### src/rtl/etc_pkg.sv
package etc_pkg;

  // register byte offsets on the bus
  localparam logic [7:0] OFF_CTRL_A = 8'h00;
  localparam logic [7:0] OFF_CTRL_B = 8'h04;
  localparam logic [7:0] OFF_COUNT = 8'h08;
  localparam logic [7:0] OFF_CMP_A = 8'h0c;
  localparam logic [7:0] OFF_CMP_B = 8'h10;
  localparam logic [7:0] OFF_FLAGS = 8'h14;
  localparam logic [7:0] OFF_MASK = 8'h18;
  localparam logic [7:0] OFF_ASYNC = 8'h1c;

  localparam int unsigned NUM_CH = 2;
  localparam logic [7:0] REG_RESET = 8'h00;
  localparam logic [7:0] CNT_BOTTOM = 8'h00;
  localparam logic [7:0] CNT_MAX = 8'hff;

  // flag and mask bit positions
  localparam int unsigned FLG_OVF = 0;
  localparam int unsigned FLG_CMP_A = 1;
  localparam int unsigned FLG_CMP_B = 2;
  // async_clock_select position in async_status_register
  localparam int unsigned ASYNC_SEL_BIT = 5;

  // prescaler tap masks
  localparam logic [9:0] PSC_MASK_8 = 10'h007;
  localparam logic [9:0] PSC_MASK_32 = 10'h01f;
  localparam logic [9:0] PSC_MASK_64 = 10'h03f;
  localparam logic [9:0] PSC_MASK_128 = 10'h07f;
  localparam logic [9:0] PSC_MASK_256 = 10'h0ff;
  localparam logic [9:0] PSC_MASK_1024 = 10'h3ff;

  typedef enum logic [2:0] {
    CS_STOP = 3'b000,
    CS_DIV1 = 3'b001,
    CS_DIV8 = 3'b010,
    CS_DIV32 = 3'b011,
    CS_DIV64 = 3'b100,
    CS_DIV128 = 3'b101,
    CS_DIV256 = 3'b110,
    CS_DIV1024 = 3'b111
  } etc_cs_e;

  typedef enum logic [2:0] {
    WGM_NORMAL = 3'b000,
    WGM_PC_MAX = 3'b001,
    WGM_CTC = 3'b010,
    WGM_FAST_MAX = 3'b011,
    WGM_RSV4 = 3'b100,
    WGM_PC_CMPA = 3'b101,
    WGM_RSV6 = 3'b110,
    WGM_FAST_CMPA = 3'b111
  } etc_wgm_e;

  typedef enum logic [1:0] {
    COM_NONE = 2'b00,
    COM_TOGGLE = 2'b01,
    COM_CLEAR = 2'b10,
    COM_SET = 2'b11
  } etc_com_e;

  typedef struct packed {
    logic [1:0] com_a;
    logic [1:0] com_b;
    logic [1:0] rsv;
    logic [1:0] wgm_lo;
  } etc_ctrl_a_s;

  typedef struct packed {
    logic foc_a;
    logic foc_b;
    logic [1:0] rsv;
    logic wgm_hi;
    logic [2:0] cs;
  } etc_ctrl_b_s;

endpackage

### src/rtl/etc_timer.sv
// Notes on behaviour
// - count is 8 bits, zero to all ones; zero gives the bottom indication
// - top of sequence is all ones or compare value A, chosen by mode
// - tick comes from io clock, or crystal pins when async select is set
// - clock select zero stops the counter; no tick is made
// - each tick clears, increments or decrements count as the mode says
// - software reads and writes count anytime; its write beats count or clear
// - three-bit waveform mode: two bits in control A, one in control B
// - overflow and compare flags in one register, each gated by its mask bit
// - count is compared with both compare values continuously
// - a match sets that channel flag on the next tick; may request interrupt
// - a flag clears when serviced or when software writes one to it
// - compare values double buffered in PWM modes only
// - buffered value moves to active register only at top or bottom
// - compare access reaches buffer when buffered, active register otherwise
// - force strobe acts like a match in non-PWM modes, without flag or clear
// - a count write blocks all matches on the following tick, even stopped
// - channel output state is kept across waveform mode changes
// - compare output mode is not buffered; changes act at once
// - waveform built from match, mode, output mode, top and bottom
// - overflow flag set as the mode says and can raise an interrupt
// - output mode zero takes no action on a match, in any mode
// - nonzero output mode puts channel output on the pin; direction stays port's
//
// The placing of the registers and the Wishbone interface to the registers were decided locally.
`timescale 1ns/1ps
`default_nettype none
module etc_timer (
  // clock and reset
  input wire logic I_REF_CLK,
  input wire logic I_NRST,
  // wishbone slave
  input wire logic I_WB_CYC,
  input wire logic I_WB_STB,
  input wire logic I_WB_WE,
  input wire logic [7:0] I_WB_ADR,
  input wire logic [3:0] I_WB_SEL,
  input wire logic [31:0] I_WB_DAT,
  output logic [31:0] O_WB_DAT,
  output logic O_WB_ACK,
  // crystal oscillator pin
  input wire logic I_XTAL_OSC,
  // interrupt requests and service acknowledges, indexed by flag bit
  output logic [2:0] O_IRQ_REQ,
  input wire logic [2:0] I_IRQ_SVC,
  // port pins of the two channels
  input wire logic [1:0] I_PORT_DATA,
  input wire logic [1:0] I_PORT_DIR,
  output wire logic [1:0] O_CH_PIN,
  output wire logic [1:0] O_CH_PIN_OE
);
  import etc_pkg::*;

  logic ack_q;
  logic [31:0] rdat_q;
  etc_ctrl_a_s ctrl_a_q;
  etc_ctrl_b_s ctrl_b_q;
  logic [7:0] cnt_q, cnt_d;
  logic dir_up_q;
  logic [2:0] flg_q, msk_q;
  logic async_q, blk_q;
  logic tick;

  // bus decode: write lands on the edge where the master sees ack
  wire req = I_WB_CYC & I_WB_STB;
  wire wr_go = req & ack_q & I_WB_WE & I_WB_SEL[0];
  wire [7:0] wdat = I_WB_DAT[7:0];
  wire sel_ca = (I_WB_ADR == OFF_CTRL_A);
  wire sel_cb = (I_WB_ADR == OFF_CTRL_B);
  wire sel_cnt = (I_WB_ADR == OFF_COUNT);
  wire sel_flg = (I_WB_ADR == OFF_FLAGS);
  wire sel_msk = (I_WB_ADR == OFF_MASK);
  wire sel_asy = (I_WB_ADR == OFF_ASYNC);
  wire [NUM_CH-1:0] sel_ocr = {I_WB_ADR == OFF_CMP_B, I_WB_ADR == OFF_CMP_A};
  wire wr_ca = wr_go & sel_ca;
  wire wr_cb = wr_go & sel_cb;
  wire wr_cnt = wr_go & sel_cnt;
  wire wr_flg = wr_go & sel_flg;
  wire wr_msk = wr_go & sel_msk;
  wire wr_asy = wr_go & sel_asy;
  wire [NUM_CH-1:0] wr_ocr = {NUM_CH{wr_go}} & sel_ocr;

  // mode decode
  wire etc_wgm_e wgm = etc_wgm_e'({ctrl_b_q.wgm_hi, ctrl_a_q.wgm_lo});
  wire pwm = wgm[0];
  wire fast = wgm[1] & wgm[0];
  wire pc = ~wgm[1] & wgm[0];
  wire ctc = (wgm == WGM_CTC);
  wire etc_cs_e cs = etc_cs_e'(ctrl_b_q.cs);

  // per-channel wires
  logic [7:0] ocr_act [NUM_CH];
  logic [7:0] ocr_rd [NUM_CH];
  wire [NUM_CH-1:0] match;
  wire [NUM_CH-1:0] mev;
  wire [NUM_CH-1:0] frc;
  wire [NUM_CH-1:0] oc_vec;
  wire [1:0] com [NUM_CH];

  assign com[0] = ctrl_a_q.com_a;
  assign com[1] = ctrl_a_q.com_b;

  // counter unit indications
  wire [7:0] top_val = (wgm[2] | ctc) ? ocr_act[0] : CNT_MAX;
  wire at_top = (cnt_q == top_val);
  wire at_bot = (cnt_q == CNT_BOTTOM);
  wire at_max = (cnt_q == CNT_MAX);
  wire clr_cnt = (ctc | fast) & at_top;
  wire turn_dn = pc & dir_up_q & at_top;
  wire turn_up = pc & ~dir_up_q & at_bot;
  wire up_eff = pc ? (dir_up_q ? ~at_top : at_bot) : 1'b1;
  wire ovf_ev = tick & (fast ? at_top : pc ? turn_up : at_max);
  wire upd = tick & (fast ? at_top : turn_dn);

  // count write has priority over clear and count
  always_comb begin
    cnt_d = cnt_q;
    if (wr_cnt) cnt_d = wdat;
    else if (tick && clr_cnt) cnt_d = CNT_BOTTOM;
    else if (tick && up_eff) cnt_d = cnt_q + 8'h01;
    else if (tick) cnt_d = cnt_q - 8'h01;
  end

  wire [2:0] flg_set = {mev[1], mev[0], ovf_ev};
  wire [2:0] flg_clr = (wr_flg ? wdat[2:0] : 3'b000) | I_IRQ_SVC;
  wire [2:0] flg_d = flg_set | (flg_q & ~flg_clr);

  etc_prescale u_psc (
    .i_clk(I_REF_CLK),
    .i_nrst(I_NRST),
    .i_async_sel(async_q),
    .i_cs(cs),
    .i_xtal(I_XTAL_OSC),
    .o_tick(tick)
  );

  wire [31:0] rd_mux =
    sel_ca ? {24'h000000, ctrl_a_q} :
    sel_cb ? {24'h000000, ctrl_b_q} :
    sel_cnt ? {24'h000000, cnt_q} :
    sel_ocr[0] ? {24'h000000, ocr_rd[0]} :
    sel_ocr[1] ? {24'h000000, ocr_rd[1]} :
    sel_flg ? {29'h00000000, flg_q} :
    sel_msk ? {29'h00000000, msk_q} :
    sel_asy ? {26'h0000000, async_q, 5'h00} : 32'h00000000;

  always_ff @(posedge I_REF_CLK or negedge I_NRST) begin
    if (!I_NRST) begin
      ack_q <= 1'b0;
      rdat_q <= '0;
    end else begin
      ack_q <= req & ~ack_q;
      rdat_q <= (req & ~ack_q) ? rd_mux : 32'h00000000;
    end
  end
  assign O_WB_ACK = ack_q;
  assign O_WB_DAT = rdat_q;

  // control, count and flag state; all zero at reset except the direction, which starts up
  always_ff @(posedge I_REF_CLK or negedge I_NRST) begin
    if (!I_NRST) begin
      ctrl_a_q <= '0;
      ctrl_b_q <= '0;
      cnt_q <= REG_RESET;
      dir_up_q <= 1'b1;
      flg_q <= '0;
      msk_q <= '0;
      async_q <= 1'b0;
      blk_q <= 1'b0;
    end else begin
      if (wr_ca) ctrl_a_q <= {wdat[7:6], wdat[5:4], 2'b00, wdat[1:0]};
      if (wr_cb) ctrl_b_q <= {4'h0, wdat[3], wdat[2:0]};
      if (wr_msk) msk_q <= wdat[2:0];
      if (wr_asy) async_q <= wdat[ASYNC_SEL_BIT];
      cnt_q <= cnt_d;
      if (!pc) dir_up_q <= 1'b1;
      else if (tick && turn_dn && !wr_cnt) dir_up_q <= 1'b0;
      else if (tick && turn_up && !wr_cnt) dir_up_q <= 1'b1;
      flg_q <= flg_d;
      if (wr_cnt) blk_q <= 1'b1;
      else if (tick) blk_q <= 1'b0;
    end
  end

  always_ff @(posedge I_REF_CLK or negedge I_NRST) begin
    if (!I_NRST) O_IRQ_REQ <= '0;
    else O_IRQ_REQ <= flg_q & msk_q;
  end

  genvar i;
  generate
    for (i = 0; i < NUM_CH; i++) begin : g_ch
      logic [7:0] ocr_q, buf_q;
      logic oc_q, oc_d, pin_q, oe_q;
      wire up_side = at_bot | (dir_up_q & ~at_top);

      assign match[i] = (cnt_q == ocr_q);
      assign mev[i] = tick & match[i] & ~blk_q & ~wr_cnt;
      assign frc[i] = wr_cb & wdat[7 - i] & ~pwm;
      assign ocr_act[i] = ocr_q;
      assign ocr_rd[i] = pwm ? buf_q : ocr_q;
      assign oc_vec[i] = oc_q;

      always_comb begin
        oc_d = oc_q;
        if (!pwm) begin
          if (mev[i] || frc[i]) begin
            case (com[i])
              COM_TOGGLE: oc_d = ~oc_q;
              COM_CLEAR: oc_d = 1'b0;
              COM_SET: oc_d = 1'b1;
              default: oc_d = oc_q;
            endcase
          end
        end else if (com[i] == COM_TOGGLE) begin
          if (i == 0 && wgm[2] && mev[i]) oc_d = ~oc_q;
        end else if (com[i] != COM_NONE) begin
          // top and bottom settle the extreme compare values
          if (fast && tick && at_top) oc_d = ~com[i][0];
          else if (fast && mev[i]) oc_d = com[i][0];
          else if (mev[i]) oc_d = up_side ? com[i][0] : ~com[i][0];
        end
      end

      always_ff @(posedge I_REF_CLK or negedge I_NRST) begin
        if (!I_NRST) begin
          ocr_q <= REG_RESET;
          buf_q <= REG_RESET;
          oc_q <= 1'b0;
          pin_q <= 1'b0;
          oe_q <= 1'b0;
        end else begin
          if (wr_ocr[i] && !pwm) ocr_q <= wdat;
          else if (upd && pwm) ocr_q <= buf_q;
          if (wr_ocr[i]) buf_q <= wdat;
          oc_q <= oc_d;
          pin_q <= (com[i] != COM_NONE) ? oc_q : I_PORT_DATA[i];
          oe_q <= I_PORT_DIR[i];
        end
      end
      assign O_CH_PIN[i] = pin_q;
      assign O_CH_PIN_OE[i] = oe_q;
    end
  endgenerate
endmodule
`default_nettype wire

### src/rtl/etc_prescale.sv
`timescale 1ns/1ps
`default_nettype none
module etc_prescale (
  // clock and reset
  input wire logic i_clk,
  input wire logic i_nrst,
  // control
  input wire logic i_async_sel,
  input wire etc_pkg::etc_cs_e i_cs,
  // crystal oscillator pin
  input wire logic i_xtal,
  // tick
  output logic o_tick
);
  import etc_pkg::*;

  logic xs1_q, xs2_q, xs3_q;
  logic [9:0] psc_q;
  logic [9:0] tap_mask;
  logic base, tick_d;

  // rising crystal edges become io-clock events after two flops
  always_ff @(posedge i_clk or negedge i_nrst) begin
    if (!i_nrst) begin
      xs1_q <= 1'b0;
      xs2_q <= 1'b0;
      xs3_q <= 1'b0;
    end else begin
      xs1_q <= i_xtal;
      xs2_q <= xs1_q;
      xs3_q <= xs2_q;
    end
  end

  assign base = i_async_sel ? (xs2_q & ~xs3_q) : 1'b1;

  always_comb begin
    case (i_cs)
      CS_DIV8: tap_mask = PSC_MASK_8;
      CS_DIV32: tap_mask = PSC_MASK_32;
      CS_DIV64: tap_mask = PSC_MASK_64;
      CS_DIV128: tap_mask = PSC_MASK_128;
      CS_DIV256: tap_mask = PSC_MASK_256;
      CS_DIV1024: tap_mask = PSC_MASK_1024;
      default: tap_mask = '0;
    endcase
  end

  // no tick at all while the select is zero
  assign tick_d = (i_cs != CS_STOP) && base && ((psc_q & tap_mask) == tap_mask);

  always_ff @(posedge i_clk or negedge i_nrst) begin
    if (!i_nrst) begin
      psc_q <= '0;
      o_tick <= 1'b0;
    end else begin
      if (base) psc_q <= psc_q + 10'h001;
      o_tick <= tick_d;
    end
  end

endmodule
`default_nettype wire

### config.mk
export PLATFORM = sky130hd
export DESIGN_NAME = etc_timer
export DESIGN_NICKNAME = d
export VERILOG_FILES = /design/src/rtl/etc_pkg.sv /design/src/rtl/etc_timer.sv /design/src/rtl/etc_prescale.sv
export SDC_FILE = /design/constraint.sdc
export NUM_CORES = 1
export LEC_CHECK = 0
export BUFFER_PORTS_ARGS = -buffer_cell sky130_fd_sc_hd__buf_2
export CORE_ASPECT_RATIO = 0.8
export CORE_MARGIN = 1
export CORE_UTILIZATION = 56
export CTS_CLUSTER_SIZE = 40
export DETAILED_ROUTE_END_ITERATION = 8
export PLACE_DENSITY = 0.92
export SLEW_MARGIN = 10
export SYNTH_ARGS = -nofsm -noshare
export SYNTH_HDL_FRONTEND = slang
export SYNTH_HIERARCHICAL = 1
export SYNTH_SLANG_ARGS = --single-unit
### constraint.sdc
create_clock -name I_REF_CLK -period 4.5 [get_ports I_REF_CLK]
set_clock_uncertainty 0.2 [all_clocks]
set_input_delay 0 -clock I_REF_CLK [delete_from_list [all_inputs] [get_ports I_REF_CLK]]
set_output_delay 0 -clock I_REF_CLK [all_outputs]
set_load 0.005 [all_outputs]
==> summary by stage <==
Run status
The run finished with clean final reports.

GRT
The largest net degree at the start of global routing is 56. The wire length of the first global-routing pass is 21.67 mm. The aggregate global routing overflow is 0.

In this run the most used layer during global routing was met2. The initial antenna violation count came to 0. For met2 alone, demand over resource in global routing was 0.4653. The global-route total usage across every layer is 0.3022. For this run, global-route usage on met3 was measured as 0.08027. For met1 alone, demand over resource in global routing was 0.4020.

The number of global-route vias before repair was 4200.

STA
The max-slew violation count is 0. The final-layout worst hold slack is 34.20 ps. In the final timing run, aggregate negative setup slack is 0 ps. Of the available clock period, the critical path in the final layout requires 0.8731.

Setup violations remaining at the end of the flow were counted as 0. The number of failing hold endpoints at the final stage came to 0. The final critical delay including setup and external delays is 3929 ps.

Static timing analysis puts the maximum clock frequency at 0.2545 GHz. Setup repair after global routing left no endpoint under its margin. Headroom to the max-slew limit came out at 0.1640. The measured slew at the worst slew-check pin is 1254 ps.

Finish
The final antenna diode count is 0. From synthesis to final layout, the design area changed by 15.53%. The final layout net count is 640. After filler insertion, the fill cell instance count of the layout stands at 690. Measured on the finished design, the core utilization comes to 0.6686. The final instance area is 6068 um2.

Leaving out fill and tap cells, the most frequent cells in the layout are sky130_fd_sc_hd__dfrtp_1 (90), sky130_fd_sc_hd__nand2_1 (45), sky130_fd_sc_hd__buf_2 (44). Leaving out fill and tap cells, the most frequent cell in the layout is sky130_fd_sc_hd__dfrtp_1. In the final layout, the share of cells above drive strength 1 is 0.2172.

Clock network
TritonCTS built the clock tree. The clock net in this run drives a total of 91 sinks. The largest buffer count on any clock path is 2. CTS built an H-tree with a depth of 3. At the later pin of the worst-skew pair, clock insertion delay measures 350 ps. Clock-pin slew was measured on the worst setup and hold paths at 70 ps. TritonCTS created 9 clock buffers. The root buffer selected by CTS is sky130_fd_sc_hd__clkbuf_16.

Placed design
The quantity of I/O buffers inserted on ports is 45. The congestion estimate from routability-driven global placement came to 0.9688. The cell area after placement is 5406 um2. Summed over all nets, the half-perimeter wirelength after detailed placement is 9.138 mm.

Setup path
The buffering stage count on the worst path with inverters included is 0. The sort of element at the end of the critical path is a flip-flop. At the worst endpoint, the arrival time is 3970 ps.

Walking the worst path, the cells encountered are or4_1 > o31ai_1 > nand3b_1 > o21ai_2 > ha_1 > a21o_1 > a21oi_1 > nor2b_1 > o21a_1 > o41ai_1 > xnor2_1 > a221o_1. At the worst endpoint, the required time is 4540 ps. Of all nets on the critical path, the largest fanout is 8.

The slowest library cell on the worst path is sky130_fd_sc_hd__or4_1. The cell family contributing the most delay on the critical path is compound AO/OA/AOI/OAI gates. The type of element launching the critical path is a flip-flop.

The worst setup path is of the reg2reg kind. The largest single stage delay on the critical path is 620 ps.

Power and ir drop
The largest vdd supply drop is 0.0002862 V. The power per cell area is 318.6 nW/um2. The static power due to leakage is 2.752 nW.

Yosys
The fraction of registers with async set/reset is 1.000. The synthesized area per cell is 10.24 um2. Synthesis produced 513 cells. The number of synthesized register bits is 91. Among all flip-flop cells after synthesis, the most frequent one is sky130_fd_sc_hd__dfrtp_1. The share of synthesized area in the top cell type comes to 0.4288. The number of synthesized flops with an enable pin is 0.

The sequential fraction of the synthesis area is 0.4338. In this run the cell area of the synthesized design comes to 5253 um2. Sorting the synthesized cells by area gives the leading types as sky130_fd_sc_hd__dfrtp_1 (43%), sky130_fd_sc_hd__mux2_2 (8.8%), sky130_fd_sc_hd__buf_4 (4.3%).

In this run, distinct cell masters in the synthesized netlist total 63. The biggest area contributor in the post-synthesis netlist is sky130_fd_sc_hd__dfrtp_1. The Yosys warning count is 6.

Floorplan
The number of placement rows is 31. The die covers 9774 um2. The vertical die dimension is 88.63 um. During I/O placement, the number of pins put on the boundary was 97.

The effective utilization at floorplan is 0.5787. The core box area is 9076 um2. The width of the die is 110.3 um.

Route
For this block, the via count after detailed routing is 4337. For this block, the routed nets add up to 13.49 mm of wire. The iteration-0 DRC count of the detailed router is 401. In the final routed layout, each cell accounts on average for 19.40 um. Once detail routing completed, the nets flagged for antenna violations numbered 0. The count of TritonRoute iterations in the first routing pass is 6. After detailed routing, the number of remaining DRC violations is 0. The detailed-route vias per instance is 6.240.

Hold path
The path class of the lowest-slack min-delay path is in2reg.

Run
The number of max-cap violations is 0.
layer usage:
metal	vias to the layer above	part of all wire	wire, um
met5	-	0	0
met4	0	0.035	471
met3	54	0.10	1388
met2	260	0.46	6139
met1	2088	0.41	5486
li1	1935	-	-
state kept, by name, summed over array words and instances, names as in the netlist, 4 cells and up:
signal and count:
g_ch.ocr_q 16, g_ch.buf_q 16, O_WB_DAT 8, com 4, u_psc/psc_q 10, cnt_q 8
power by group:
group          total [W]  internal (W)  switching (W)
clock network   0.000861      0.000541       0.000320
registers       0.000896      0.000854      0.0000421
logic           0.000176     0.0000750       0.000101
synthesized netlist by cell type, drive strengths merged, types with 7 or more instances:
| master | n |
|---|---|
| xnor2 | 15 |
| nor3b | 7 |
| clkbuf | 12 |
| nor2b | 10 |
| buf | 39 |
| a31oi | 9 |
| nor2 | 28 |
| a21oi | 25 |
| xor2 | 9 |
| nand4 | 8 |
| nand2b | 7 |
| mux2i | 21 |
| inv | 15 |
| nand2 | 45 |
| a221oi | 8 |
| dfrtp | 90 |
| ha | 7 |
| mux2 | 41 |
| o21ai | 33 |
path summary, 6_finish.rpt:
check / slack [ps] / to / from / cells after the start
max: 570 / cnt_q[7] / cnt_q[3] / 12
min: 30 / blk_q / I_WB_SEL[0] / 4
max reg2reg: 570 / cnt_q[7] / cnt_q[3] / 12
min reg2reg: 170 / u_psc/xs2_q / u_psc/xs1_q / 0
max in group asynchronous: 2890 / u_psc/psc_q[2] / I_NRST / 4
min in group asynchronous: 520 / dir_up_q / I_NRST / 3
per-stage QoR:
step	total power, W	instances	worst slack, ps
6_report	0.001933	695	570.9
5_1_grt	0.001997	695	385.8
4_1_cts	0.001937	695	617.5
3_5_place_dp	0.001066	648	623.9
3_3_place_gp	0.001052	648	723.1
2_1_floorplan	0.001013	536	1012
worst min-delay path: stages:
cell	delay [ps]
sky130_fd_sc_hd__buf_2	100
sky130_fd_sc_hd__inv_1	120
sky130_fd_sc_hd__or4_1	210
sky130_fd_sc_hd__o21ai_0	110
repair_timing:
item                                   CTS  global route
setup buffers                            0             0
resized for setup                        0             0
hold buffers                            31             0
endpoints found under the hold margin  107             0
cell type report:
type	count	area [um2]	share of cell area
clock inverter	7	116.4	0.01918
tap	115	143.9	0.02371
sequential	91	2278	0.3755
inverter	15	56.30	0.009278
clock buffer	9	225.2	0.03711
multi-input combinational	379	2678	0.4412
timing repair buffer	79	570.5	0.09402
logic make-up after synthesis:
group,count (synthesis),synth area share
AO/OA/AOI/OAI,114,0.1472
XOR/XNOR,24,0.04002
adder cells (fa/ha/maj),8,0.02049
buffers and inverters,66,0.07408
flip-flops,91,0.4338
multiplexers,62,0.1279
other,1,0.0007139
AND/OR/NAND/NOR,147,0.1558
Note: power is estimated with default switching activity, not from simulation.
